<file path="src/design/cmd_src_pkg.sv">
// package: constants and types for the command source selector
package cmd_src_pkg;

  // ************************************************************
  // register map (byte addresses)
  // ************************************************************
  localparam logic [3:0] ADDR_MODE    = 4'h0;
  localparam logic [3:0] ADDR_STATUS  = 4'h4;
  localparam logic [3:0] ADDR_REMOTE  = 4'h8;

  // ************************************************************
  // field layout of the mode register
  // ************************************************************
  localparam int SERIAL_LSB = 0;
  localparam int SERIAL_W   = 4;
  localparam int BUS_LSB    = 8;
  localparam int BUS_W      = 2;
  localparam int PERMIT_ASSIGNED_BIT = 16;
  localparam int LOCAL_FREQ_SEL_LSB  = 20;
  localparam int LOCAL_FREQ_SEL_W    = 4;
  localparam int LOCAL_RUN_SEL_BIT   = 24;

  // ************************************************************
  // field layout of the status register
  // ************************************************************
  localparam int FREQ_SRC_LSB = 0;
  localparam int RUN_SRC_LSB  = 4;
  localparam int PERMIT_BIT   = 8;
  localparam int SRC_W        = 2;

  // ************************************************************
  // remote run register: forward, backward, seven general inputs
  // ************************************************************
  localparam int RUN_W = 9;

  localparam logic [3:0] SERIAL_MAX = 4'h8;

  // reset values
  localparam logic [3:0] SERIAL_RESET = 4'h0;
  localparam logic [1:0] BUS_RESET    = 2'h0;

  localparam logic [1:0] RESP_OKAY   = 2'h0;
  localparam logic [1:0] RESP_SLVERR = 2'h2;

  typedef enum logic [1:0] {
    SRC_LOCAL,
    SRC_PORT1,
    SRC_PORT2,
    SRC_FIELDBUS
  } src_t;

endpackage : cmd_src_pkg

</file>
<file path="src/design/source_mux.sv">
// module: picks one command word from four sources
`timescale 1ns/10ps
module source_mux
  import cmd_src_pkg::*;
#(
  parameter int W = 16
) (
  input  wire logic [1:0]   sel,
  input  wire logic [W-1:0] local_in,
  input  wire logic [W-1:0] port1_in,
  input  wire logic [W-1:0] port2_in,
  input  wire logic [W-1:0] bus_in,
  output logic      [W-1:0] out
);

  // only the selected source passes, the others are dropped
  always_comb begin
    case (src_t'(sel))
      SRC_LOCAL: out = local_in;
      SRC_PORT1: out = port1_in;
      SRC_PORT2: out = port2_in;
      default:   out = bus_in;
    endcase
  end

endmodule : source_mux

</file>
<file path="src/design/command_source_selector.sv">
// module: frequency and run command source selector with axi4-lite regs
//
// Implementation choices: the AXI4-Lite register port and the register offsets.
`timescale 1ns/10ps
module command_source_selector
  import cmd_src_pkg::*;
#(
  parameter int FREQ_W = 16
) (
  input  wire logic              aclk,
  input  wire logic              aresetn,
  input  wire logic [3:0]        s_axi_awaddr,
  input  wire logic              s_axi_awvalid,
  output logic                   s_axi_awready,
  input  wire logic [31:0]       s_axi_wdata,
  input  wire logic [3:0]        s_axi_wstrb,
  input  wire logic              s_axi_wvalid,
  output logic                   s_axi_wready,
  output logic [1:0]             s_axi_bresp,
  output logic                   s_axi_bvalid,
  input  wire logic              s_axi_bready,
  input  wire logic [3:0]        s_axi_araddr,
  input  wire logic              s_axi_arvalid,
  output logic                   s_axi_arready,
  output logic [31:0]            s_axi_rdata,
  output logic [1:0]             s_axi_rresp,
  output logic                   s_axi_rvalid,
  input  wire logic              s_axi_rready,
  input  wire logic              remote_cmd_permit,
  input  wire logic [FREQ_W-1:0] freq_selected_setting,
  input  wire logic [FREQ_W-1:0] freq_multistep,
  input  wire logic              multistep_active,
  input  wire logic [RUN_W-1:0]  keypad_run,
  input  wire logic [RUN_W-1:0]  terminal_run,
  input  wire logic [FREQ_W-1:0] port1_freq,
  input  wire logic [RUN_W-1:0]  port1_run,
  input  wire logic [FREQ_W-1:0] port2_freq,
  input  wire logic [RUN_W-1:0]  port2_run,
  input  wire logic [FREQ_W-1:0] fieldbus_freq,
  input  wire logic [RUN_W-1:0]  fieldbus_run,
  output logic [FREQ_W-1:0]      freq_command,
  output logic [RUN_W-1:0]       run_command,
  output logic [1:0]             freq_source,
  output logic [1:0]             run_source
);

  // ************************************************************
  // pin synchronisers
  // ************************************************************
  logic       permit_meta;
  logic       permit_sync;
  logic [RUN_W-1:0] term_meta;
  logic [RUN_W-1:0] term_sync;

  always_ff @(posedge aclk) begin
    if (!aresetn) begin
      permit_meta <= 1'b0;
      permit_sync <= 1'b0;
      term_meta   <= '0;
      term_sync   <= '0;
    end else begin
      permit_meta <= remote_cmd_permit;
      permit_sync <= permit_meta;
      term_meta   <= terminal_run;
      term_sync   <= term_meta;
    end
  end

  // ************************************************************
  // configuration registers
  // ************************************************************
  logic [SERIAL_W-1:0] serial_link_source_mode;
  logic [BUS_W-1:0]    fieldbus_source_mode;
  logic                permit_assigned;
  logic [LOCAL_FREQ_SEL_W-1:0] local_frequency_selection;
  logic                local_run_selection;
  logic [RUN_W-1:0]    remote_run_word;

  // ************************************************************
  // axi4-lite write channel
  // ************************************************************
  logic       aw_held;
  logic       w_held;
  logic [3:0] aw_addr;
  logic [31:0] w_data;
  logic [3:0]  w_strb;
  logic        do_write;
  logic        write_ok;

  assign do_write = aw_held && w_held && !s_axi_bvalid;
  assign write_ok = (aw_addr == ADDR_MODE) || (aw_addr == ADDR_REMOTE);

  always_ff @(posedge aclk) begin
    if (!aresetn) begin
      aw_held       <= 1'b0;
      w_held        <= 1'b0;
      aw_addr       <= '0;
      w_data        <= '0;
      w_strb        <= '0;
      s_axi_awready <= 1'b0;
      s_axi_wready  <= 1'b0;
      s_axi_bvalid  <= 1'b0;
      s_axi_bresp   <= RESP_OKAY;
    end else begin
      s_axi_awready <= !aw_held && !s_axi_awready && s_axi_awvalid;
      s_axi_wready  <= !w_held && !s_axi_wready && s_axi_wvalid;
      if (s_axi_awvalid && s_axi_awready) begin
        aw_held <= 1'b1;
        aw_addr <= s_axi_awaddr;
      end
      if (s_axi_wvalid && s_axi_wready) begin
        w_held <= 1'b1;
        w_data <= s_axi_wdata;
        w_strb <= s_axi_wstrb;
      end
      if (do_write) begin
        aw_held      <= 1'b0;
        w_held       <= 1'b0;
        s_axi_bvalid <= 1'b1;
        s_axi_bresp  <= write_ok ? RESP_OKAY : RESP_SLVERR;
      end else if (s_axi_bvalid && s_axi_bready) begin
        s_axi_bvalid <= 1'b0;
      end
    end
  end

  // register storage; out-of-range serial codes are kept as written
  always_ff @(posedge aclk) begin
    if (!aresetn) begin
      serial_link_source_mode   <= SERIAL_RESET;
      fieldbus_source_mode      <= BUS_RESET;
      permit_assigned           <= 1'b0;
      local_frequency_selection <= '0;
      local_run_selection       <= 1'b0;
      remote_run_word           <= '0;
    end else if (do_write && aw_addr == ADDR_MODE) begin
      if (w_strb[0]) begin
        serial_link_source_mode <= w_data[SERIAL_LSB +: SERIAL_W];
      end
      if (w_strb[1]) begin
        fieldbus_source_mode <= w_data[BUS_LSB +: BUS_W];
      end
      if (w_strb[2]) begin
        permit_assigned           <= w_data[PERMIT_ASSIGNED_BIT];
        local_frequency_selection <=
          w_data[LOCAL_FREQ_SEL_LSB +: LOCAL_FREQ_SEL_W];
      end
      if (w_strb[3]) begin
        local_run_selection <= w_data[LOCAL_RUN_SEL_BIT];
      end
    end else if (do_write && aw_addr == ADDR_REMOTE) begin
      if (w_strb[0]) begin
        remote_run_word[7:0] <= w_data[7:0];
      end
      if (w_strb[1]) begin
        remote_run_word[RUN_W-1] <= w_data[RUN_W-1];
      end
    end
  end

  // ************************************************************
  // source decode
  // ************************************************************
  logic       honour_modes;
  src_t       serial_freq;
  src_t       serial_run;
  src_t       next_freq_src;
  src_t       next_run_src;

  assign honour_modes = !permit_assigned || permit_sync;

  always_comb begin
    case (serial_link_source_mode)
      4'h0: begin serial_freq = SRC_LOCAL; serial_run = SRC_LOCAL; end
      4'h1: begin serial_freq = SRC_PORT1; serial_run = SRC_LOCAL; end
      4'h2: begin serial_freq = SRC_LOCAL; serial_run = SRC_PORT1; end
      4'h3: begin serial_freq = SRC_PORT1; serial_run = SRC_PORT1; end
      4'h4: begin serial_freq = SRC_PORT2; serial_run = SRC_LOCAL; end
      4'h5: begin serial_freq = SRC_PORT2; serial_run = SRC_PORT1; end
      4'h6: begin serial_freq = SRC_LOCAL; serial_run = SRC_PORT2; end
      4'h7: begin serial_freq = SRC_PORT1; serial_run = SRC_PORT2; end
      4'h8: begin serial_freq = SRC_PORT2; serial_run = SRC_PORT2; end
      default: begin serial_freq = SRC_LOCAL; serial_run = SRC_LOCAL; end
    endcase
    next_freq_src = fieldbus_source_mode[0] ? SRC_FIELDBUS
                                            : serial_freq;
    next_run_src  = fieldbus_source_mode[1] ? SRC_FIELDBUS
                                            : serial_run;
    if (!honour_modes) begin
      next_freq_src = SRC_LOCAL;
      next_run_src  = SRC_LOCAL;
    end
  end

  // ************************************************************
  // local sources and selection
  // ************************************************************
  logic [FREQ_W-1:0] local_freq;
  logic [RUN_W-1:0]  local_run;
  logic [FREQ_W-1:0] next_freq_command;
  logic [RUN_W-1:0]  next_run_command;

  assign local_freq = multistep_active ? freq_multistep
                                       : freq_selected_setting;
  assign local_run  = local_run_selection ? term_sync : keypad_run;

  source_mux #(.W(FREQ_W)) freq_mux (
    .sel      (next_freq_src),
    .local_in (local_freq),
    .port1_in (port1_freq),
    .port2_in (port2_freq),
    .bus_in   (fieldbus_freq),
    .out      (next_freq_command)
  );

  // whole nine-bit run word from one source only
  source_mux #(.W(RUN_W)) run_mux (
    .sel      (next_run_src),
    .local_in (local_run),
    .port1_in (port1_run),
    .port2_in (port2_run),
    .bus_in   (fieldbus_run),
    .out      (next_run_command)
  );

  always_ff @(posedge aclk) begin
    if (!aresetn) begin
      freq_command <= '0;
      run_command  <= '0;
      freq_source  <= SRC_LOCAL;
      run_source   <= SRC_LOCAL;
    end else begin
      freq_command <= next_freq_command;
      run_command  <= next_run_command;
      freq_source  <= next_freq_src;
      run_source   <= next_run_src;
    end
  end

  // ************************************************************
  // axi4-lite read channel
  // ************************************************************
  always_ff @(posedge aclk) begin
    if (!aresetn) begin
      s_axi_arready <= 1'b0;
      s_axi_rvalid  <= 1'b0;
      s_axi_rdata   <= '0;
      s_axi_rresp   <= RESP_OKAY;
    end else begin
      s_axi_arready <= !s_axi_arready && !s_axi_rvalid && s_axi_arvalid;
      if (s_axi_arvalid && s_axi_arready) begin
        s_axi_rvalid <= 1'b1;
        s_axi_rresp  <= RESP_OKAY;
        s_axi_rdata  <= '0;
        case (s_axi_araddr)
          ADDR_MODE: begin
            s_axi_rdata[SERIAL_LSB +: SERIAL_W] <= serial_link_source_mode;
            s_axi_rdata[BUS_LSB +: BUS_W]       <= fieldbus_source_mode;
            s_axi_rdata[PERMIT_ASSIGNED_BIT]    <= permit_assigned;
            s_axi_rdata[LOCAL_FREQ_SEL_LSB +: LOCAL_FREQ_SEL_W] <=
              local_frequency_selection;
            s_axi_rdata[LOCAL_RUN_SEL_BIT]      <= local_run_selection;
          end
          ADDR_STATUS: begin
            s_axi_rdata[FREQ_SRC_LSB +: SRC_W] <= freq_source;
            s_axi_rdata[RUN_SRC_LSB +: SRC_W]  <= run_source;
            s_axi_rdata[PERMIT_BIT]            <= permit_sync;
          end
          ADDR_REMOTE: begin
            s_axi_rdata[RUN_W-1:0] <= remote_run_word;
          end
          default: begin
            s_axi_rresp <= RESP_SLVERR;
          end
        endcase
      end else if (s_axi_rvalid && s_axi_rready) begin
        s_axi_rvalid <= 1'b0;
      end
    end
  end

endmodule : command_source_selector

</file>
<file path="config.mk">
export PLATFORM = sky130hd
export DESIGN_NAME = command_source_selector
export DESIGN_NICKNAME = d
export VERILOG_FILES = /design/src/design/cmd_src_pkg.sv /design/src/design/source_mux.sv /design/src/design/command_source_selector.sv
export SDC_FILE = /design/constraint.sdc
export NUM_CORES = 1
export LEC_CHECK = 0
export BUFFER_PORTS_ARGS = -buffer_cell sky130_fd_sc_hd__buf_2
export CORE_MARGIN = 5
export CORE_UTILIZATION = 50
export CTS_CLUSTER_DIAMETER = 120
export DETAILED_ROUTE_END_ITERATION = 8
export GPL_TIMING_DRIVEN = 0
export PLACE_DENSITY = 0.91
export SETUP_SLACK_MARGIN = 0.15
export SYNTH_ARGS = -nofsm -noshare
export SYNTH_HDL_FRONTEND = slang
export SYNTH_SLANG_ARGS = --single-unit
</file>
<file path="constraint.sdc">
create_clock -name aclk -period 3.1 [get_ports aclk]
set_input_delay 0 -clock aclk [delete_from_list [all_inputs] [get_ports aclk]]
set_output_delay 0 -clock aclk [all_outputs]
set_load 0.05 [all_outputs]
</file>
Word-level counts from Yosys, hierarchy flattened

Memories as Yosys holds them, arrays and structs flattened. A register that Yosys moved wholly into a read port is not among the register bits.
Index checks and enable logic that the tools add are counted.

Bits in registers: 130
ROM bits: 64
Bits of input ports: 178
Output and inout bits: 70
Memories: 1

Memory list:

| name             | depth | bits a word | rd ports | clocked after memory_dff | wr ports | line                           | RTL |
|---|---|---|---|---|---|---|---|
| (name not given) | 16    | 4           | 1        | 1                        | 0        | command_source_selector.sv:173 | `case (serial_link_source_mode)` |

Equality and inequality tests: 7
Muxes and demuxes: 24
Bitwise operators: 2
Reduce and logical (&&, ||, !) cells: 39

Operators with widths:

| cell                                           | number |
|---|---|
| one-hot mux 16 bit (3 select lines)            | 1 |
| one-hot mux 9 bit (3 select lines)             | 1 |
| two-way mux 16 bit                             | 1 |
| logical AND 1 bit                              | 15 |
| two-way mux 2 bit                              | 7 |
| two-way mux 9 bit                              | 1 |
| == test 4 bit (second input constant)          | 2 |
| logical NOT 1 bit                              | 8 |
| logical NOT 4 bit                              | 2 |
| two-way mux 4 bit                              | 2 |
| one-hot mux 2 bit (2 select lines)             | 2 |
| AND reduction 2 bit                            | 4 |
| two-way mux 1 bit                              | 6 |
| one-hot mux 2 bit (3 select lines)             | 1 |
| AND reduction 3 bit                            | 2 |
| two-way mux 5 bit                              | 1 |
| == test 2 x 1 -> 1 bit (second input constant) | 2 |
| == test 2 bit (second input constant)          | 2 |
| == test 4 x 3 -> 1 bit (second input constant) | 1 |
| logical NOT 2 bit                              | 2 |
| nonzero test 2 bit                             | 2 |
| one-hot mux 1 bit (3 select lines)             | 1 |
| OR reduction 3 bit                             | 1 |
| logical OR 1 bit                               | 2 |
| 2 further kinds                                | 3 |

Longest topological paths before layout

Depth in word-level cells: 6
Depth in mapped cells: 7

Modules after synthesis

From an unflattened synthesis, not the netlist that was laid out.

Cells, all modules: 534
Area total of the unflattened synthesis: 5,510.3 um^2

By module, submodules not included:

| module                  | instances | cells each | area an instance (um^2) | seq. area each (um^2) |
|---|---|---|---|---|
| command_source_selector | 1         | 503        | 4,867.2                 | 2,462.4 |
| source_mux at freq_mux  | 1         | 20         | 424.2                   | 0.0 |
| source_mux at run_mux   | 1         | 11         | 219.0                   | 0.0 |

Worst setup path before layout

OpenSTA, ideal clock, no wires.

Path type: register to register
Start point: register s_axi_bvalid
End point: register remote_run_word[0]
Library setup time: 0.128 ns
Arrival time: 1.525 ns
Data required time: 2.972 ns
Slack: 1.447 ns
Cell stages (with the launch flop): 6
Cell sequence: dfxtp_1 and3b_1 clkbuf_1 nand4_2 mux2i_1 nor2_1

Longest elaborated chain between the ends: 5
Elaborated cells on any way between the ends: 6

RTL lines:

| element                                | line                           | RTL |
|---|---|---|
| start, declared                        | command_source_selector.sv:20  | `output logic s_axi_bvalid,` |
| start signal, assigned                 | command_source_selector.sv:102 | `s_axi_bvalid <= 1'b0;` |
| start signal, assigned                 | command_source_selector.sv:119 | `s_axi_bvalid <= 1'b1;` |
| start signal, assigned                 | command_source_selector.sv:122 | `s_axi_bvalid <= 1'b0;` |
| logical NOT 1 bit *                    | command_source_selector.sv:90  | `assign do_write = aw_held && w_held && !s_axi_bvalid;` |
| logical AND 1 bit *                    | command_source_selector.sv:90  |  |
| logical AND 1 bit                      | command_source_selector.sv:136 | `end else if (do_write && aw_addr == ADDR_MODE) begin` |
| inverter 1 bit (no source line)        | n/a                            |  |
| AND reduction 3 bit (no source line) * | n/a                            |  |
| end signal, assigned                   | command_source_selector.sv:153 | `remote_run_word[7:0] <= w_data[7:0];` |
| end signal, assigned by index          | command_source_selector.sv:156 | `remote_run_word[RUN_W-1] <= w_data[RUN_W-1];` |
| end, declared                          | command_source_selector.sv:77  | `logic [RUN_W-1:0] remote_run_word;` |

Mark *: on every way between the ends. The rest lies on a longest branch, timed or not.
A chain may end at the register's enable or synchronous reset.

Final worst setup path

Start point: register fieldbus_source_mode[0]
End point: register freq_command[13]

Longest elaborated chain between the ends: 4
Elaborated cells on any way between the ends: 6

RTL lines:

| element                                     | line                           | RTL |
|---|---|---|
| start, declared                             | command_source_selector.sv:73  | `logic [BUS_W-1:0] fieldbus_source_mode;` |
| start signal, assigned                      | command_source_selector.sv:141 | `fieldbus_source_mode <= w_data[BUS_LSB +: BUS_W];` |
| two-way mux 2 bit *                         | command_source_selector.sv:185 | `next_freq_src = fieldbus_source_mode[0] ? SRC_FIELDBUS` |
| two-way mux 2 bit *                         | command_source_selector.sv:189 | `if (!honour_modes) begin` |
| == test 2 bit, or another cell as far along | source_mux.sv:18               | `case (src_t'(sel))` |
| one-hot mux 16 bit (3 select lines) *       | source_mux.sv:18               |  |
| end signal, assigned                        | command_source_selector.sv:233 | `freq_command <= next_freq_command;` |
| end, declared                               | command_source_selector.sv:41  | `output logic [FREQ_W-1:0] freq_command,` |

Marked as above.

==> results by group <==
Critical path
  • Worst R2R Start: fieldbus_source_mode[0]
  • Critical Path, Cell by Cell: buf_2, nor2_1, and3_1, buf_2, a22oi_1, dlygate4sd3_1, o2bb2ai_1, dlygate4sd3_1
  • Worst setup EP type: flip-flop
  • Crit-path slowest cell: dlygate4sd3_1
  • Buf+Inv Stages, Crit Path: 4
  • Worst path max stage delay: roughly 0.58 ns
  • Startpoint types: flip-flop
  • WS Path Type: reg -> reg
  • Crit path launch: fieldbus_source_mode[0]
  • Crit path DAT: about 3.2 ns
  • Crit-path max FO: 10
  • Top delay family on crit path: buffers and inverters
  • Critical Path RT: 3.55 ns

Placement
  • Post-DP HPWL: between 10000 and 15000 um
  • IO Port Bufs: approximately 210
  • Routability cong.: 0.8767
  • Placed insts: around 950

Clocking
  • Post-CTS Repair Setup Buffers: 0
  • H-tree levels: 4
  • CTS Sinks: about 120
  • Root buffer cell: clkbuf_8
  • Clock-pin slew on the worst setup and hold paths: roughly 0.060 ns
  • CTS tree: built
  • CTS Buffer Depth: 2
  • Worst-Skew Late Latency: ~0.52 ns
  • TritonCTS buffer count: 17

Timing
  • Hold WS: between 0.09 and 0.1 ns
  • Setup TNS: 0 ns
  • RSZ-0062 raised after global routing: no
  • Worst slew pin tran: slightly below 0.8 ns
  • Hold Fails Final Rpt: 0
  • Skew final: between 0.015 and 0.02 ns
  • F_max: ~0.36 GHz
  • Post-layout minimum cycle time: about 2.8 ns
  • Endpoints failing setup: 0
  • Final Max Slew Viols: 0
  • Worst slew margin: a little under half
  • Tcrit/Tclk final: roughly 90%

Synthesis
  • Yosys reg bits: roughly 120
  • Netlist Area Pre-Place: around 5300 um2
  • Mapped Cells: 583
  • Mean Syn Cell Area: roughly 9.1 um2
  • FFs w/ async S/R, synth: 0%
  • YS warnings: 0
  • Top_reg_cell synth: dfxtp_1
  • Cell variety after synth: a little over 50
  • Number of flops mapped to enable cells by yosys: 0
  • Seq/Total Area, Yosys: 46.29%

Routing
  • Vias: between 6000 and 7000
  • Drt wl/cell: approximately 19 um
  • Final ANT Viol Nets: 0
  • Routed WL: approximately 20000 um
  • Number of DRC markers in iteration 0: between 600 and 700
  • Number of remaining DRC errors: 0
  • Vias per cell: between 5 and 6
  • DR pass1 iterations: 5

Global routing
  • Busiest grt layer: met2
  • Initial antenna violation count: 0
  • Met2 usage: a little over half
  • GRT Util Overall: between 30% and 40%
  • Total gr overflow: 0
  • Grt met3 use: approximately 8.0%
  • Largest net degree at the start of global routing: 17
  • Vias in the first global route: 6285
  • Global-route wire length before repair: 31820 um
  • Met1 GRT Util: around 35%

Finish
  • NumNets Final: approximately 1100
  • Core Util, Final: between 70% and 80%
  • ANT cells: 0
  • Layout cells sized above 1: a little under a third
  • Synthesis-to-finish area growth: 55.82%
  • Finished Layout Cells: ~1100

Power
  • Pleak: 3.823 nW
  • Pwr dens: about 500 nW/um2
  • Overall Power: 0.004249 W
  • Worst IR Drop VDD: 0.0004353 V

Die
  • Core ar.: roughly 10000 um2
  • FP Rows: 37
  • Starting Density: between 50 and 60%
  • Top Ports: approximately 250
  • Die area: ~13000 um2
  • Die Wd: between 100 and 150 um
  • Die Span Y: 113.1 um

Worst hold path
  • Worst hold start: s_axi_araddr[3]
  • Hold WC Path Type: in -> reg

Job
  • Maxcap violations: 0

Run status
  • Status: finished clean
==> layout by cell type, fill, tap and decap left out, types with 4 or more instances in the layout <==
cell type        n
a211oi_1         6
a21oi_1         46
a221o_1         11
a22o_1          10
a22oi_1         11
and2_1          29
buf_1            6
buf_2          224
buf_4           18
clkbuf_1        22
clkbuf_16       16
clkinv_4         4
conb_1          18
dfxtp_1        123
dlygate4sd3_1  107
mux2_2          18
mux2i_1         35
nand2_1         57
nand2b_1         6
nand3_1         18
nand4_1          8
nor2_1          61
nor3_1           9
nor4b_1          5
o211a_1          8
o21ai_0         13
o221ai_1         5
o31ai_1          4
==> flip-flops by register name, summed over array words and instances (netlist names), 9 cells and up <==
name	cells
w_data	16
run_command	9
term_sync	9
remote_run_word	9
s_axi_rdata	16
freq_command	16
term_meta	9
==> final cells by class <==
cell class                      instances  area [um2]
Clock buffer                           20       445.4
Timing Repair Buffer                  318        2127
Tap cell                              136       170.2
Sequential cell                       123        2462
Inverter                                3       11.26
Multi-Input combinational cell        413        2574
Buffer                                 61       335.3
Clock inverter                         12       162.7
Fill cell                             652        2082
==> worst min-delay path, stage by stage <==
cell and delay (ns):
buf_2 0.22, nor3_2 0.14, a22oi_1 0.14, nor2_1 0.05
==> power breakdown <==
group          total [W]  switching, W  internal, W
Sequential       0.00165     0.0000239      0.00163
Clock            0.00204      0.000759      0.00128
Combinational   0.000561      0.000307     0.000254
==> path summary, 6_finish.rpt <==
check | endpoint | slack (ns) | cells after the start
max | freq_command[13] | 0.31 | 8
min | s_axi_rdata[24] | 0.09 | 4
max reg2reg | freq_command[13] | 0.31 | 8
min reg2reg | term_sync[2] | 0.43 | 1
==> metrics by stage <==
| step | setup WS, ns | area [um2] |
|---|---|---|
| 6_report | 0.3114 | 8288 |
| 5_1_grt | 0.1903 | 8288 |
| 4_1_cts | 0.3887 | 8288 |
| 3_5_place_dp | 1.340 | 6609 |
| 3_3_place_gp | 1.377 | 6609 |
| 2_1_floorplan | 1.447 | 5383 |
==> cell families after synthesis <==
logic type      Yosys count  synth area share [%]
compound gates          130                 16.98
flops                   123                 46.29
simple gates            212                 19.74
mux                      53                 10.40
other cells               1               0.07050
buf+inv                  64                 6.516
==> repair_timing <==
action,CTS,global route
hold buffers,107,0
endpoints found under the hold margin,73,0
resized for setup,0,0
==> Yosys cell counts (all sizes together) (5+ instances only) <==
| master | n | area share (%) |
|---|---|---|
| o21ai | 13 | 1.2 |
| o211a | 8 | 1.5 |
| a211oi | 6 | 0.85 |
| a22oi | 11 | 1.6 |
| mux2i | 35 | 6.6 |
| a221o | 11 | 2.1 |
| clkbuf | 21 | 1.5 |
| nand4 | 9 | 1.2 |
| nor3 | 10 | 1.0 |
| nor2 | 62 | 4.4 |
| dfxtp | 123 | 46 |
| nand2 | 57 | 4.0 |
| nor4b | 5 | 0.82 |
| a22o | 10 | 1.6 |
| and2 | 29 | 3.4 |
| a21oi | 46 | 4.3 |
| o221ai | 5 | 0.82 |
| nand3 | 18 | 1.7 |
| nand2b | 6 | 0.71 |
| buf | 40 | 4.8 |
| mux2 | 18 | 3.8 |
==> metal layers <==
metal	vias to the layer above	wire, um	share of wire, %
met4	0	1266	6.2
met1	2809	7496	37
met2	404	9917	48
met5	-	0	0
li1	2751	-	-
met3	119	1839	9.0
(Power assumes the default switching activity.)
